<file path="config.mk">
export PLATFORM = sky130hd
export DESIGN_NAME = t2co_top
export DESIGN_NICKNAME = d
export VERILOG_FILES = /design/src/hdl/t2co_pkg.sv /design/src/hdl/t2co_prescale.sv /design/src/hdl/t2co_top.sv
export VERILOG_INCLUDE_DIRS = /design/src /design/src/hdl
export SDC_FILE = /design/constraint.sdc
export NUM_CORES = 1
export LEC_CHECK = 0
export ABC_CLOCK_PERIOD_IN_PS = 2400
export BUFFER_PORTS_ARGS = -buffer_cell sky130_fd_sc_hd__buf_2
export CORE_ASPECT_RATIO = 1.4
export CORE_MARGIN = 5
export CORE_UTILIZATION = 40
export DETAILED_ROUTE_END_ITERATION = 6
export HOLD_SLACK_MARGIN = 0.08
export PLACE_DENSITY = 0.64
export SLEW_MARGIN = 10
export SYNTH_ARGS = -nofsm -noshare
export SYNTH_HDL_FRONTEND = slang
export SYNTH_HIERARCHICAL = 1
export SYNTH_SLANG_ARGS = --single-unit
export TNS_END_PERCENT = 30
</file>
<file path="constraint.sdc">
create_clock -name clk_sys -period 2.4 [get_ports clk_sys]
set_clock_uncertainty 0.05 [all_clocks]
set_input_delay 0.12 -clock clk_sys [delete_from_list [all_inputs] [get_ports clk_sys]]
set_output_delay 0.12 -clock clk_sys [all_outputs]
set_load 0.01 [all_outputs]
</file>
<file path="src/hdl/t2co_regs.svh">
// Register offsets, field positions, reset values and timing counts for the clock-out timer.
// Assumes an APB slave with 32-bit data, one aligned word per register.
`ifndef T2CO_REGS_SVH
`define T2CO_REGS_SVH

// ****************************************
// Register byte offsets
// ****************************************
`define T2CO_OFF_CONTROL 12'h000
`define T2CO_OFF_MODE 12'h004
`define T2CO_OFF_RELOAD_LOW 12'h008
`define T2CO_OFF_RELOAD_HIGH 12'h00C
`define T2CO_OFF_COUNT_LOW 12'h010
`define T2CO_OFF_COUNT_HIGH 12'h014
`define T2CO_OFF_SPEED 12'h018
`define T2CO_OFF_STATUS 12'h01C

// ****************************************
// Field positions
// ****************************************
`define T2CO_CTL_RUN_BIT 2
`define T2CO_CTL_TCSEL_BIT 1
`define T2CO_MODE_OE_BIT 1
`define T2CO_SPD_DOUBLE_BIT 0
`define T2CO_SPD_FAST_BIT 1
`define T2CO_STS_CLK_BIT 0
`define T2CO_STS_RUN_BIT 1
`define T2CO_STS_TICK_BIT 2

// ****************************************
// Reset values
// ****************************************
`define T2CO_RST_BYTE 8'h00

// ****************************************
// Timing counts: oscillator periods per peripheral clock, and peripheral clocks per count step
// ****************************************
`define T2CO_PER_STD 12
`define T2CO_PER_FAST 6
`define T2CO_INC_DIV 2

`endif

</file>
<file path="src/hdl/t2co_pkg.sv">
// Types shared by the clock-out timer files.
// Assumes nothing beyond a SystemVerilog compiler.
package t2co_pkg;

  // ****************************************
  // Prescaler states
  // ****************************************
  typedef enum logic [1:0] {
    T2CO_PH_IDLE = 2'b01,
    T2CO_PH_RUN = 2'b10
  } t2co_phase_type;

endpackage : t2co_pkg

</file>
<file path="src/hdl/t2co_prescale.sv">
// Peripheral clock prescaler: one-cycle tick per peripheral-clock cycle pair.
// Assumes clk_sys is the oscillator clock, inputs synchronous.
`timescale 1ns/10ps
`include "t2co_regs.svh"

module t2co_prescale #(
  parameter int STD_PERIODS = `T2CO_PER_STD,
  parameter int FAST_PERIODS = `T2CO_PER_FAST,
  parameter int INC_DIV = `T2CO_INC_DIV
) (
  // Clock and reset
  input wire logic clk_sys,
  input wire logic rst,
  // Control
  input wire logic enable,
  input wire logic double_speed_mode,
  input wire logic fast_select,
  // Tick
  output logic tick
);

  localparam int CW = 6;
  localparam logic [CW-1:0] STD_LAST = CW'(STD_PERIODS * INC_DIV - 1);
  localparam logic [CW-1:0] FAST_LAST = CW'(FAST_PERIODS * INC_DIV - 1);

  t2co_pkg::t2co_phase_type phase_reg;
  t2co_pkg::t2co_phase_type phase_next;
  logic [CW-1:0] cnt_reg;
  logic [CW-1:0] cnt_next;
  logic [CW-1:0] last;

  // ****************************************
  // Divider
  // ****************************************
  always_comb begin
    last = (double_speed_mode && fast_select) ? FAST_LAST : STD_LAST;
    phase_next = phase_reg;
    cnt_next = cnt_reg;
    tick = 1'b0;
    case (phase_reg)
      t2co_pkg::T2CO_PH_IDLE: begin
        cnt_next = '0;
        if (enable) begin
          phase_next = t2co_pkg::T2CO_PH_RUN;
        end
      end
      t2co_pkg::T2CO_PH_RUN: begin
        if (!enable) begin
          phase_next = t2co_pkg::T2CO_PH_IDLE;
        end else if (cnt_reg >= last) begin
          tick = 1'b1;
          cnt_next = '0;
        end else begin
          cnt_next = cnt_reg + 1'b1;
        end
      end
      default: begin
        phase_next = t2co_pkg::T2CO_PH_IDLE;
      end
    endcase
  end

  always_ff @(posedge clk_sys) begin
    if (rst) begin
      phase_reg <= t2co_pkg::T2CO_PH_IDLE;
      cnt_reg <= '0;
    end else begin
      phase_reg <= phase_next;
      cnt_reg <= cnt_next;
    end
  end

  // Period is 24 or 12 oscillator cycles
  AST_TICK_SPACING: assert property (@(posedge clk_sys) disable iff (rst)
    tick |=> !tick [*5])
    else $error("Prescaler ticks too close");

endmodule : t2co_prescale

</file>
<file path="src/hdl/t2co_top.sv">
// Clock-out timer: 16-bit auto-reload counter toggling a pin at each overflow.
// Assumes an APB master on clk_sys and a pad that resolves the pin enables.
//
// Decided for this implementation: the register offsets and the APB register port.
`timescale 1ns/10ps
`include "t2co_regs.svh"

// Contract
// - Clock-out output has 50% duty cycle
// - Low byte increments at half peripheral rate
// - Overflow reloads count from reload pair
// - Overflow raises no interrupt request
// - Frequency is Fperiph over 4x(65536-reload)
// - Clock drives timer external pin
// - Counting starts only on run control
// - Reload shared with baud generator use
// - Peripheral clock 12 or 6 oscillator periods
// - Fast speed only in double speed
module t2co_top (
  // Clock and reset
  input wire logic clk_sys,
  input wire logic rst,
  // APB slave
  input wire logic psel,
  input wire logic penable,
  input wire logic pwrite,
  input wire logic [11:0] paddr,
  input wire logic [31:0] pwdata,
  output logic [31:0] prdata,
  output logic pready,
  output logic pslverr,
  // Timer external pin, shared with general-purpose port bit 0
  input wire logic timer_external_pin_in,
  output logic timer_external_pin_out,
  output logic timer_external_pin_oe_n,
  input wire logic port_bit0_out,
  // Shared overflow for a baud generator
  output logic overflow_tick
);

  logic [7:0] timer_count_low_reg, timer_count_low_next;
  logic [7:0] timer_count_high_reg, timer_count_high_next;
  logic [7:0] reload_value_low_reg, reload_value_low_next;
  logic [7:0] reload_value_high_reg, reload_value_high_next;
  logic run_control_reg, run_control_next;
  logic timer_counter_select_reg, timer_counter_select_next;
  logic clock_output_enable_reg, clock_output_enable_next;
  logic double_speed_mode_reg, double_speed_mode_next;
  logic fast_select_reg, fast_select_next;
  logic clk_out_reg, clk_out_next;
  logic [31:0] prdata_reg, prdata_next;
  logic pin_prev_reg, pin_prev_next;
  logic tick;
  logic count_evt;
  logic [15:0] count;
  logic [15:0] count_inc;
  logic ovf;
  logic wr_en;
  logic rd_en;
  logic addr_ok;
  logic run_clock;

  // ****************************************
  // Peripheral clock prescaler
  // ****************************************
  // Prescaler only runs while started
  assign run_clock = run_control_reg && !timer_counter_select_reg;

  t2co_prescale #(
    .STD_PERIODS(`T2CO_PER_STD),
    .FAST_PERIODS(`T2CO_PER_FAST),
    .INC_DIV(`T2CO_INC_DIV)
  ) u_prescale (
    .clk_sys(clk_sys),
    .rst(rst),
    .enable(run_clock),
    .double_speed_mode(double_speed_mode_reg),
    .fast_select(fast_select_reg),
    .tick(tick)
  );

  // ****************************************
  // APB decode
  // ****************************************
  assign wr_en = psel && penable && pwrite;
  assign rd_en = psel && !penable && !pwrite;
  assign pready = 1'b1;
  always_comb begin
    case (paddr)
      `T2CO_OFF_CONTROL, `T2CO_OFF_MODE, `T2CO_OFF_RELOAD_LOW, `T2CO_OFF_RELOAD_HIGH,
      `T2CO_OFF_COUNT_LOW, `T2CO_OFF_COUNT_HIGH, `T2CO_OFF_SPEED, `T2CO_OFF_STATUS: addr_ok = 1'b1;
      default: addr_ok = 1'b0;
    endcase
  end
  // Unmapped access is flagged but harmless
  assign pslverr = psel && penable && !addr_ok;

  // ****************************************
  // Counter
  // ****************************************
  // External-event counting kept for counter mode; edge on the pin input
  assign count_evt = run_control_reg && (timer_counter_select_reg ? (pin_prev_reg && !timer_external_pin_in) : tick);
  assign count = {timer_count_high_reg, timer_count_low_reg};
  assign count_inc = count + 16'h0001;
  assign ovf = count_evt && (count == 16'hFFFF);
  // Overflow exported for a baud user
  assign overflow_tick = ovf;

  always_comb begin
    timer_count_low_next = timer_count_low_reg;
    timer_count_high_next = timer_count_high_reg;
    reload_value_low_next = reload_value_low_reg;
    reload_value_high_next = reload_value_high_reg;
    run_control_next = run_control_reg;
    timer_counter_select_next = timer_counter_select_reg;
    clock_output_enable_next = clock_output_enable_reg;
    double_speed_mode_next = double_speed_mode_reg;
    fast_select_next = fast_select_reg;
    clk_out_next = clk_out_reg;
    pin_prev_next = timer_external_pin_in;
    // No event means count and output hold
    if (ovf) begin
      timer_count_low_next = reload_value_low_reg;
      timer_count_high_next = reload_value_high_reg;
      clk_out_next = !clk_out_reg;
    end else if (count_evt) begin
      timer_count_low_next = count_inc[7:0];
      timer_count_high_next = count_inc[15:8];
    end
    // Software writes land after the counter step
    if (wr_en) begin
      case (paddr)
        `T2CO_OFF_CONTROL: begin
          run_control_next = pwdata[`T2CO_CTL_RUN_BIT];
          timer_counter_select_next = pwdata[`T2CO_CTL_TCSEL_BIT];
        end
        `T2CO_OFF_MODE: clock_output_enable_next = pwdata[`T2CO_MODE_OE_BIT];
        `T2CO_OFF_RELOAD_LOW: reload_value_low_next = pwdata[7:0];
        `T2CO_OFF_RELOAD_HIGH: reload_value_high_next = pwdata[7:0];
        `T2CO_OFF_COUNT_LOW: timer_count_low_next = pwdata[7:0];
        `T2CO_OFF_COUNT_HIGH: timer_count_high_next = pwdata[7:0];
        `T2CO_OFF_SPEED: begin
          double_speed_mode_next = pwdata[`T2CO_SPD_DOUBLE_BIT];
          fast_select_next = pwdata[`T2CO_SPD_FAST_BIT];
        end
        default: begin
        end
      endcase
    end
  end

  // ****************************************
  // Read data
  // ****************************************
  always_comb begin
    prdata_next = prdata_reg;
    if (rd_en) begin
      prdata_next = 32'h0000_0000;
      case (paddr)
        `T2CO_OFF_CONTROL: begin
          prdata_next[`T2CO_CTL_RUN_BIT] = run_control_reg;
          prdata_next[`T2CO_CTL_TCSEL_BIT] = timer_counter_select_reg;
        end
        `T2CO_OFF_MODE: prdata_next[`T2CO_MODE_OE_BIT] = clock_output_enable_reg;
        `T2CO_OFF_RELOAD_LOW: prdata_next[7:0] = reload_value_low_reg;
        `T2CO_OFF_RELOAD_HIGH: prdata_next[7:0] = reload_value_high_reg;
        `T2CO_OFF_COUNT_LOW: prdata_next[7:0] = timer_count_low_reg;
        `T2CO_OFF_COUNT_HIGH: prdata_next[7:0] = timer_count_high_reg;
        `T2CO_OFF_SPEED: begin
          prdata_next[`T2CO_SPD_DOUBLE_BIT] = double_speed_mode_reg;
          prdata_next[`T2CO_SPD_FAST_BIT] = fast_select_reg;
        end
        `T2CO_OFF_STATUS: begin
          prdata_next[`T2CO_STS_CLK_BIT] = clk_out_reg;
          prdata_next[`T2CO_STS_RUN_BIT] = run_clock;
          prdata_next[`T2CO_STS_TICK_BIT] = tick;
        end
        default: begin
        end
      endcase
    end
  end
  assign prdata = prdata_reg;

  always_ff @(posedge clk_sys) begin
    if (rst) begin
      timer_count_low_reg <= `T2CO_RST_BYTE;
      timer_count_high_reg <= `T2CO_RST_BYTE;
      reload_value_low_reg <= `T2CO_RST_BYTE;
      reload_value_high_reg <= `T2CO_RST_BYTE;
      run_control_reg <= 1'b0;
      timer_counter_select_reg <= 1'b0;
      clock_output_enable_reg <= 1'b0;
      double_speed_mode_reg <= 1'b0;
      fast_select_reg <= 1'b0;
      clk_out_reg <= 1'b0;
      prdata_reg <= 32'h0000_0000;
      pin_prev_reg <= 1'b1;
    end else begin
      timer_count_low_reg <= timer_count_low_next;
      timer_count_high_reg <= timer_count_high_next;
      reload_value_low_reg <= reload_value_low_next;
      reload_value_high_reg <= reload_value_high_next;
      run_control_reg <= run_control_next;
      timer_counter_select_reg <= timer_counter_select_next;
      clock_output_enable_reg <= clock_output_enable_next;
      double_speed_mode_reg <= double_speed_mode_next;
      fast_select_reg <= fast_select_next;
      clk_out_reg <= clk_out_next;
      prdata_reg <= prdata_next;
      pin_prev_reg <= pin_prev_next;
    end
  end

  // ****************************************
  // Pin drive
  // ****************************************
  // Clock out replaces port bit 0 when enabled and not in counter mode
  assign timer_external_pin_out = (clock_output_enable_reg && !timer_counter_select_reg) ? clk_out_reg : port_bit0_out;
  // Open-drain style port: drive low only, clock-out drives both levels
  assign timer_external_pin_oe_n = (clock_output_enable_reg && !timer_counter_select_reg) ? 1'b0 : port_bit0_out;

  // ****************************************
  // Checks
  // ****************************************
  // Events per half period
  logic [16:0] gap_reg, gap_next;
  logic gap_valid_reg, gap_valid_next;

  // Any write may move count or reload, so it voids the measure
  always_comb begin
    gap_next = gap_reg;
    gap_valid_next = gap_valid_reg && !wr_en;
    if (ovf) begin
      gap_next = 17'h00000;
      gap_valid_next = !wr_en;
    end else if (count_evt) begin
      gap_next = gap_reg + 17'h00001;
    end
  end

  always_ff @(posedge clk_sys) begin
    if (rst) begin
      gap_reg <= 17'h00000;
      gap_valid_reg <= 1'b0;
    end else begin
      gap_reg <= gap_next;
      gap_valid_reg <= gap_valid_next;
    end
  end

  AST_RELOAD: assert property (@(posedge clk_sys) disable iff (rst)
    (ovf && !wr_en) |=> count == {$past(reload_value_high_reg), $past(reload_value_low_reg)})
    else $error("Count not reloaded at overflow");

  AST_TOGGLE: assert property (@(posedge clk_sys) disable iff (rst)
    $changed(clk_out_reg) |-> $past(ovf))
    else $error("Clock output changed without overflow");

  AST_DUTY: assert property (@(posedge clk_sys) disable iff (rst)
    ovf |=> clk_out_reg != $past(clk_out_reg))
    else $error("Clock output missed a half period");

  AST_STOPPED: assert property (@(posedge clk_sys) disable iff (rst)
    (!run_control_reg && !wr_en) |=> $stable(count))
    else $error("Count moved while stopped");

  AST_HOLD: assert property (@(posedge clk_sys) disable iff (rst)
    !run_control_reg |=> $stable(clk_out_reg))
    else $error("Clock output moved while stopped");

  AST_STEP: assert property (@(posedge clk_sys) disable iff (rst)
    (tick && !timer_counter_select_reg && count != 16'hFFFF && !wr_en) |=> count == $past(count) + 16'h0001)
    else $error("Counter step wrong");

  AST_NO_IRQ: assert property (@(posedge clk_sys) disable iff (rst)
    overflow_tick |-> count == 16'hFFFF)
    else $error("Overflow pulse out of place");

  // Pin follows the clock when enabled and not in counter mode
  AST_PIN: assert property (@(posedge clk_sys) disable iff (rst)
    (clock_output_enable_reg && !timer_counter_select_reg) |-> timer_external_pin_out == clk_out_reg)
    else $error("Pin does not carry clock output");

  // Reload FFFF gives toggle every tick
  AST_FAST_RATE: assert property (@(posedge clk_sys) disable iff (rst)
    (count_evt && reload_value_high_reg == 8'hFF && reload_value_low_reg == 8'hFF && count == 16'hFFFF && !wr_en)
      |=> (count == 16'hFFFF && clk_out_reg != $past(clk_out_reg)))
    else $error("Overflow missing at top count");

  // Half period is 65536 minus reload
  AST_PERIOD: assert property (@(posedge clk_sys) disable iff (rst)
    (ovf && gap_valid_reg) |-> ((gap_reg + 17'h00001) == (17'h10000 - {1'b0, reload_value_high_reg, reload_value_low_reg})))
    else $error("Half period length wrong");

  COV_OVF: cover property (@(posedge clk_sys) disable iff (rst) ovf);
  COV_TWO_TOGGLES: cover property (@(posedge clk_sys) disable iff (rst) ovf ##[1:1000] ovf);
  COV_STOP_HOLD: cover property (@(posedge clk_sys) disable iff (rst) clk_out_reg && !run_control_reg);
  COV_FAST: cover property (@(posedge clk_sys) disable iff (rst) tick && double_speed_mode_reg && fast_select_reg);

endmodule : t2co_top

</file>
======== After elaboration in Yosys (flattened, before gate mapping) ========
Memories as Yosys holds them, arrays and structs flattened.
Index checks and enable logic that the tools add are counted.
storage, ports and cells
  flip-flop bits (word level) ............. 55
  bits in read-only memories .............. 32
  bits of input ports ..................... 51
  output and inout port bits .............. 37
  logic and storage cells ................. 84
  memories kept ........................... 1
memory list
  memory            words  bits a word  read ports  clocked after memory_dff  wr ports  RTL line        text
  (name not given)  32     1            1           0                         0         t2co_top.sv:89  case (paddr)
operators by class
  add/subtract/negate cells ............... 2
  magnitude comparators ................... 1
  eq/ne operators ......................... 13
  multiplexer cells ....................... 26
  reductions and logical operators ........ 27
operators with widths
  cell                                                               count
  8-bit 2-to-1 mux                                                   8
  12-bit by 5-bit == test with 1-bit output (second input constant)  4
  12-bit by 4-bit == test with 1-bit output (second input constant)  2
  5-bit case mux with 4 select lines                                 1
  16-bit by 1-bit adder with 16-bit output (second input constant)   1
  16-bit == test (second input constant)                             1
  2-bit AND reduction                                                7
  12-bit by 3-bit == test with 1-bit output (second input constant)  1
  12-bit logical NOT                                                 1
  6-bit 2-to-1 mux                                                   2
  1-bit case mux with 6 select lines                                 2
  6-bit case mux with 2 select lines                                 1
  1-bit logical AND                                                  11
  1-bit case mux with 8 select lines                                 1
  7-bit logical NOT                                                  1
  1-bit 2-to-1 mux                                                   7
  6-bit by 1-bit adder with 6-bit output (second input constant)     1
  6-bit greater-or-equal comparator                                  1
  1-bit logical NOT                                                  6
  5-bit 2-to-1 mux                                                   1
  2-bit 2-to-1 mux                                                   2
  2-bit by 1-bit != test with 1-bit output (second input constant)   2
  2-bit case mux with 2 select lines                                 1
  2-bit by 1-bit == test with 1-bit output (second input constant)   1
  3 further kinds                                                    3

======== Depth between registers and ports, before layout ========
  word-level depth ........................ 12
  gate-level depth with buffers ........... 13
  depth with buffers taken out ............ 11

======== Modules after synthesis ========
Netlist, hierarchy kept.
by module, submodules not included
  module         instances  cells each  area an instance (sq um)  sequential area each (sq um)
  t2co_top       1          331         2894.0                    940.9
  t2co_prescale  1          55          489.2                     160.2

======== Worst setup path before layout ========
Ideal clock, no wire load.
  path kind ............................... reg-to-reg
  start ................................... register double_speed_mode_reg
  end ..................................... register timer_count_low_reg[7]
  library setup time ...................... 101 ps
  arrival ................................. 2446 ps
  data required time ...................... 2249 ps
  path slack .............................. -197 ps
  stages on the path, launching flop included .. 13
  buffers on the path ..................... 1
  period minus slack after synthesis ...... 2597 ps
  cell sequence ........................... dfxtp_1 > nand2_1 > inv_1 > ha_1 > nand3b_1 > o22a_1 > buf_6 > a21oi_1 > nand3b_1 > a21oi_1 > nand2_1 > xor2_1 > o41ai_1
between the ends
  word-level cells in the longest chain between the ends .. 12
  elaborated cells on any way between the ends .. 13
  classes of those cells .................. 1 x order compare; 9 x mux; 3 x reduce/logical
RTL lines
  item                                                   RTL line                          text
  from (decl)                                            t2co_top.sv:48                    logic double_speed_mode_reg, double_speed_mode_next;
  from (signal assigned)                                 t2co_top.sv:207                   double_speed_mode_reg <= double_speed_mode_next;
  1-bit logical AND *                                    t2co_prescale.sv:36               last = (double_speed_mode && fast_select) ? FAST_LAST : STD_LAST;
  5-bit 2-to-1 mux *                                     t2co_prescale.sv:36
  6-bit greater-or-equal comparator *                    t2co_prescale.sv:50               end else if (cnt_reg >= last) begin
  1-bit 2-to-1 mux *                                     t2co_prescale.sv:50
  1-bit 2-to-1 mux *                                     t2co_prescale.sv:48               if (!enable) begin
  1-bit 2-to-1 mux *                                     t2co_prescale.sv:40               case (phase_reg)
  via tick                                               t2co_top.sv:53                    logic tick;
  1-bit 2-to-1 mux *                                     t2co_top.sv:102                   assign count_evt = run_control_reg && (timer_counter_select_reg ? (pin_prev_reg && !timer_external_pin_in) : t ...
  1-bit logical AND *                                    t2co_top.sv:102
  8-bit 2-to-1 mux or 1-bit logical AND (tied branches)  t2co_top.sv:126, t2co_top.sv:105
  8-bit 2-to-1 mux *                                     t2co_top.sv:122                   if (ovf) begin
  8-bit 2-to-1 mux                                       t2co_top.sv:132                   case (paddr)
  8-bit 2-to-1 mux *                                     t2co_top.sv:131                   if (wr_en) begin
  to (signal assigned)                                   t2co_top.sv:187                   timer_count_low_reg <= `T2CO_RST_BYTE;
  to (signal assigned)                                   t2co_top.sv:200                   timer_count_low_reg <= timer_count_low_next;
  to (decl)                                              t2co_top.sv:41                    logic [7:0] timer_count_low_reg, timer_count_low_next;
The timed path passes the listed nets; every way through them passes the cells marked *.
A chain may end at the register's enable or synchronous reset.

======== Worst setup path after layout ========
  start ................................... register double_speed_mode_reg
  end ..................................... register timer_count_high_reg[7]
between the ends
  word-level cells in the longest chain between the ends .. 12
  elaborated cells on any way between the ends .. 13
  classes of those cells .................. 1 x order compare; 9 x mux; 3 x reduce/logical
RTL lines
  item                                                   RTL line                          text
  1-bit logical AND *                                    t2co_prescale.sv:36
  5-bit 2-to-1 mux *                                     t2co_prescale.sv:36
  6-bit greater-or-equal comparator *                    t2co_prescale.sv:50
  1-bit 2-to-1 mux *                                     t2co_prescale.sv:50
  1-bit 2-to-1 mux *                                     t2co_prescale.sv:48
  1-bit 2-to-1 mux *                                     t2co_prescale.sv:40
  via tick                                               t2co_top.sv:53
  1-bit 2-to-1 mux *                                     t2co_top.sv:102
  1-bit logical AND *                                    t2co_top.sv:102
  8-bit 2-to-1 mux or 1-bit logical AND (tied branches)  t2co_top.sv:126, t2co_top.sv:105
  8-bit 2-to-1 mux *                                     t2co_top.sv:122
  8-bit 2-to-1 mux                                       t2co_top.sv:132
  8-bit 2-to-1 mux *                                     t2co_top.sv:131
  to (signal assigned)                                   t2co_top.sv:188                   timer_count_high_reg <= `T2CO_RST_BYTE;
  to (signal assigned)                                   t2co_top.sv:201                   timer_count_high_reg <= timer_count_high_next;
  to (decl)                                              t2co_top.sv:42                    logic [7:0] timer_count_high_reg, timer_count_high_next;
Marks and branches as above.

==> results.py <==
metrics = {
    "outcome": {
        "status": "finished with violations",
        "violations": "setup timing",
    },
    "power": {
        "max-vdd-ir-drop_v": 0.000329,
        "p_leak_uw": 0.00166,
        "seqPwrFrac_pct": 52.3,
        "powerDensity_nw_per_um2": 435,
        "p_comb_share_pct": 7.6,
        "power.internal_uw": 1340,
        "p_clk_share_pct": 40.0,
        "p_total_uw": 1750,
        "switching_share_pct": 23.5,
        "switching_power_uw": 410,
    },
    "synthesis": {
        "synth_seq_area_share_pct": 32.5,
        "synth_area_leaders": "dfxtp_1, mux2i_1, buf_4",
        "synth_top_cell_by_area": "dfxtp_1",
        "synth-async-reset-ratio_pct": 0,
        "syn_avg_cell_area_sq_um": 8.76,
        "syn_inst": 386,
        "yosysTopAreaCellShare_pct": 32.5,
        "synth_ff_type": "dfxtp_1",
        "ys_types": 66,
        "synth_edf_count": 0,
        "yosys_warnings": 6,
        "synth_seq_cells": 55,
        "netlist_area_sq_um": 3380,
    },
    "sta": {
        "hold_viol_final": 0,
        "layout_setup_ws_ns": -0.148,
        "period_share_pct": 106,
        "setup_tns_ns": -1.59,
        "period_needed_ns": 2.55,
        "slew_headroom_pct": 58.1,
        "rsz0062_at_grt": "true",
        "tightest_slew_ns": 0.618,
        "max_clock_freq_mhz": 392,
        "setup_violations": 17,
        "slew_violations": 0,
    },
    "layout": {
        "drive_gt1_share_pct": 23.5,
        "area_growth_syn_to_layout_pct": 18.6,
        "layout.nets": 503,
        "fin_area_sq_um": 4010,
        "fin_util_pct": 48.9,
        "diodes": 0,
    },
    "floorplan": {
        "rows": 39,
        "dieArea_sq_um": 10400,
        "core-area_sq_um": 8200,
        "start_util_pct": 41.3,
        "die_w_um": 87.7,
        "io-pin-count": 88,
        "die_y_um": 119,
    },
    "detailed_routing": {
        "drt_iter0_markers": 248,
        "dr.pass1.iters": 4,
        "via_count": 3012,
        "route.antenna.remaining_nets": 0,
        "routed_wl_um": 9060,
        "drt-vias-per-instance": 5.49,
        "wl_per_cell_um": 16.5,
        "drc": 0,
    },
    "worst_setup_path": {
        "r2r_cells": 14,
        "path_class": "reg -> reg",
        "rrSetupSlack_ns": -0.15,
        "endpoint": "timer_count_high_reg[7]",
        "critPathCaptureType": "flop",
        "r2r-start": "double_speed_mode_reg",
        "startpoint_type": "flop",
        "crit_arrival_ns": 2.67,
        "cp.required_ns": 2.52,
        "r2r_end": "timer_count_high_reg[7]",
        "critPathLaunch": "double_speed_mode_reg",
        "crit_path_max_fanout": 4,
    },
    "global_route": {
        "grt_pass1_wl_um": 14800,
        "grt_max_degree": 47,
        "grt_usage_pct": 17.9,
        "gr-total-overflow": 0,
        "antenna_found_initial": 0,
        "grt_pass1_vias": 2998,
    },
    "placement": {
        "gp_congestion": 0.923,
        "port-buffer-count": 38,
        "dpl.hpwl_um": 6700,
        "dpl-instance-area_sq_um": 3710,
    },
    "job": {
        "drv_cap": 0,
    },
    "cts": {
        "insertion_delay_ns": 0.30,
        "ctsHtreeMaxLevel": 2,
        "cts_max_path_buffers": 2,
        "clock_sinks": 55,
        "cts_tree": "done",
        "clkTransAtPathRegs_ns": 0.07,
        "cts-root-buf": "clkbuf_16",
        "cts_made_buffers": 5,
    },
    "hold_path": {
        "min_path_type": "in -> reg",
    },
}
==> worst min path at each step <==
stage | depth (start not counted) | from | endpoint | slack (ns)
finish | 3 | pwdata[2] | run_control_reg | 0.12
global placement | 2 | timer_external_pin_in | pin_prev_reg | 0.27
CTS | 3 | pwdata[2] | reload_value_low_reg[2] | 0.12
floorplan | 1 | rst | u_prescale/cnt_reg[0] | 0.14
global route | 3 | pwdata[2] | reload_value_high_reg[2] | 0.16
detailed placement | 2 | timer_external_pin_in | pin_prev_reg | 0.28
==> placed cells by master, fill, tap and decap left out, types with 5 or more instances in the layout <==
cell type	netlist	routed
a21oi_1	13	10
a22oi_1	6	6
buf_2	4	37
buf_4	25	24
buf_6	4	6
clkbuf_16	0	5
conb_1	2	25
dfxtp_1	55	53
dlygate4sd3_1	0	7
inv_1	14	13
mux2i_1	38	38
nand2_1	28	27
nand3_1	24	23
nand3b_1	6	6
nand4_1	7	7
nor2_1	40	40
o22ai_1	8	8
xor2_1	9	9
==> per-stage QoR <==
| step | setup slack [ns] | cells | hold WS, ns |
|---|---|---|---|
| 3_5_place_dp | -0.125 | 530 | 0.279 |
| 6_report | -0.148 | 549 | 0.120 |
| 3_3_place_gp | -0.0362 | 530 | 0.273 |
| 2_1_floorplan | -0.00408 | 409 | 0.139 |
| 4_1_cts | -0.143 | 548 | 0.115 |
| 5_1_grt | -0.311 | 549 | 0.156 |
==> per-layer routing <==
| layer | wire length (um) | up-vias | track usage [%] |
|---|---|---|---|
| met5 | 0 | - | 0 |
| met4 | 201 | 0 | 7.01 |
| met3 | 486 | 13 | 2.83 |
| met2 | 4690 | 88 | 31.4 |
| met1 | 3680 | 1440 | 21.2 |
| li1 | - | 1471 | - |
==> kinds of logic (layout without fill, tap and decap cells) <==
group	after synthesis	count (layout)	share of synthesized area, %
adder cells (fa/ha/maj)	4	4	1.48
AO/OA/AOI/OAI	70	70	15.0
flip-flops	55	55	32.5
AND/OR/NAND/NOR	146	146	24.7
other	2	25	0.222
buffers and inverters	56	94	10.0
XOR/XNOR	13	13	3.37
multiplexers	40	40	12.7
==> what timing repair did <==
action / 4_1_cts / 5_1_grt
gates cloned: 0 / 0
resized for setup: 15 / 2
hold buffers: 7 / 0
buffers inserted: 5 / 1
setup endpoints to repair: 17 / 18
hold endpoints to repair: 14 / 0
pin swaps: 9 / 10
==> area by class of cell <==
class	count	area, sq um
tap	102	128
fill	816	4190
inverter	14	52.6
timing repair buffer	74	503
multi-input combinational	298	2100
clock buffer	6	129
sequential	55	1100
==> cell usage after synthesis (all sizes together), types with 4 or more instances <==
cell type,count
nand4,7
buf,33
xnor2,4
ha,4
a31oi,4
nand4b,4
nor3,6
nand2,28
inv,14
a21oi,13
o21ai,8
a22oi,6
nand3,25
nor2,40
dfxtp,55
xor2,9
nand3b,8
nor4,4
o22ai,8
a211oi,6
clkbuf,9
or3,4
mux2i,38
==> power groups by stage <==
stage	Clock (uW)	Sequential, uW	Combinational, uW
floorplan	0	936	101
CTS	713	914	132
detailed placement	0	935	123
global route	742	914	147
global placement	0	935	122
finish	699	914	133
==> worst max-delay path, cell delays in order (launching register included) <==
cell and delay [ns]:
dfxtp_2 0.32, nand2_2 0.08, inv_2 0.05, ha_4 0.26
nand4b_1 0.09, o22a_1 0.21, a21oi_2 0.18, nand3b_1 0.19
buf_4 0.20, buf_6 0.12, a21oi_4 0.16, buf_6 0.13
nand4_1 0.10, mux2i_1 0.20, o22ai_1 0.08
(Power assumes the default switching activity.)
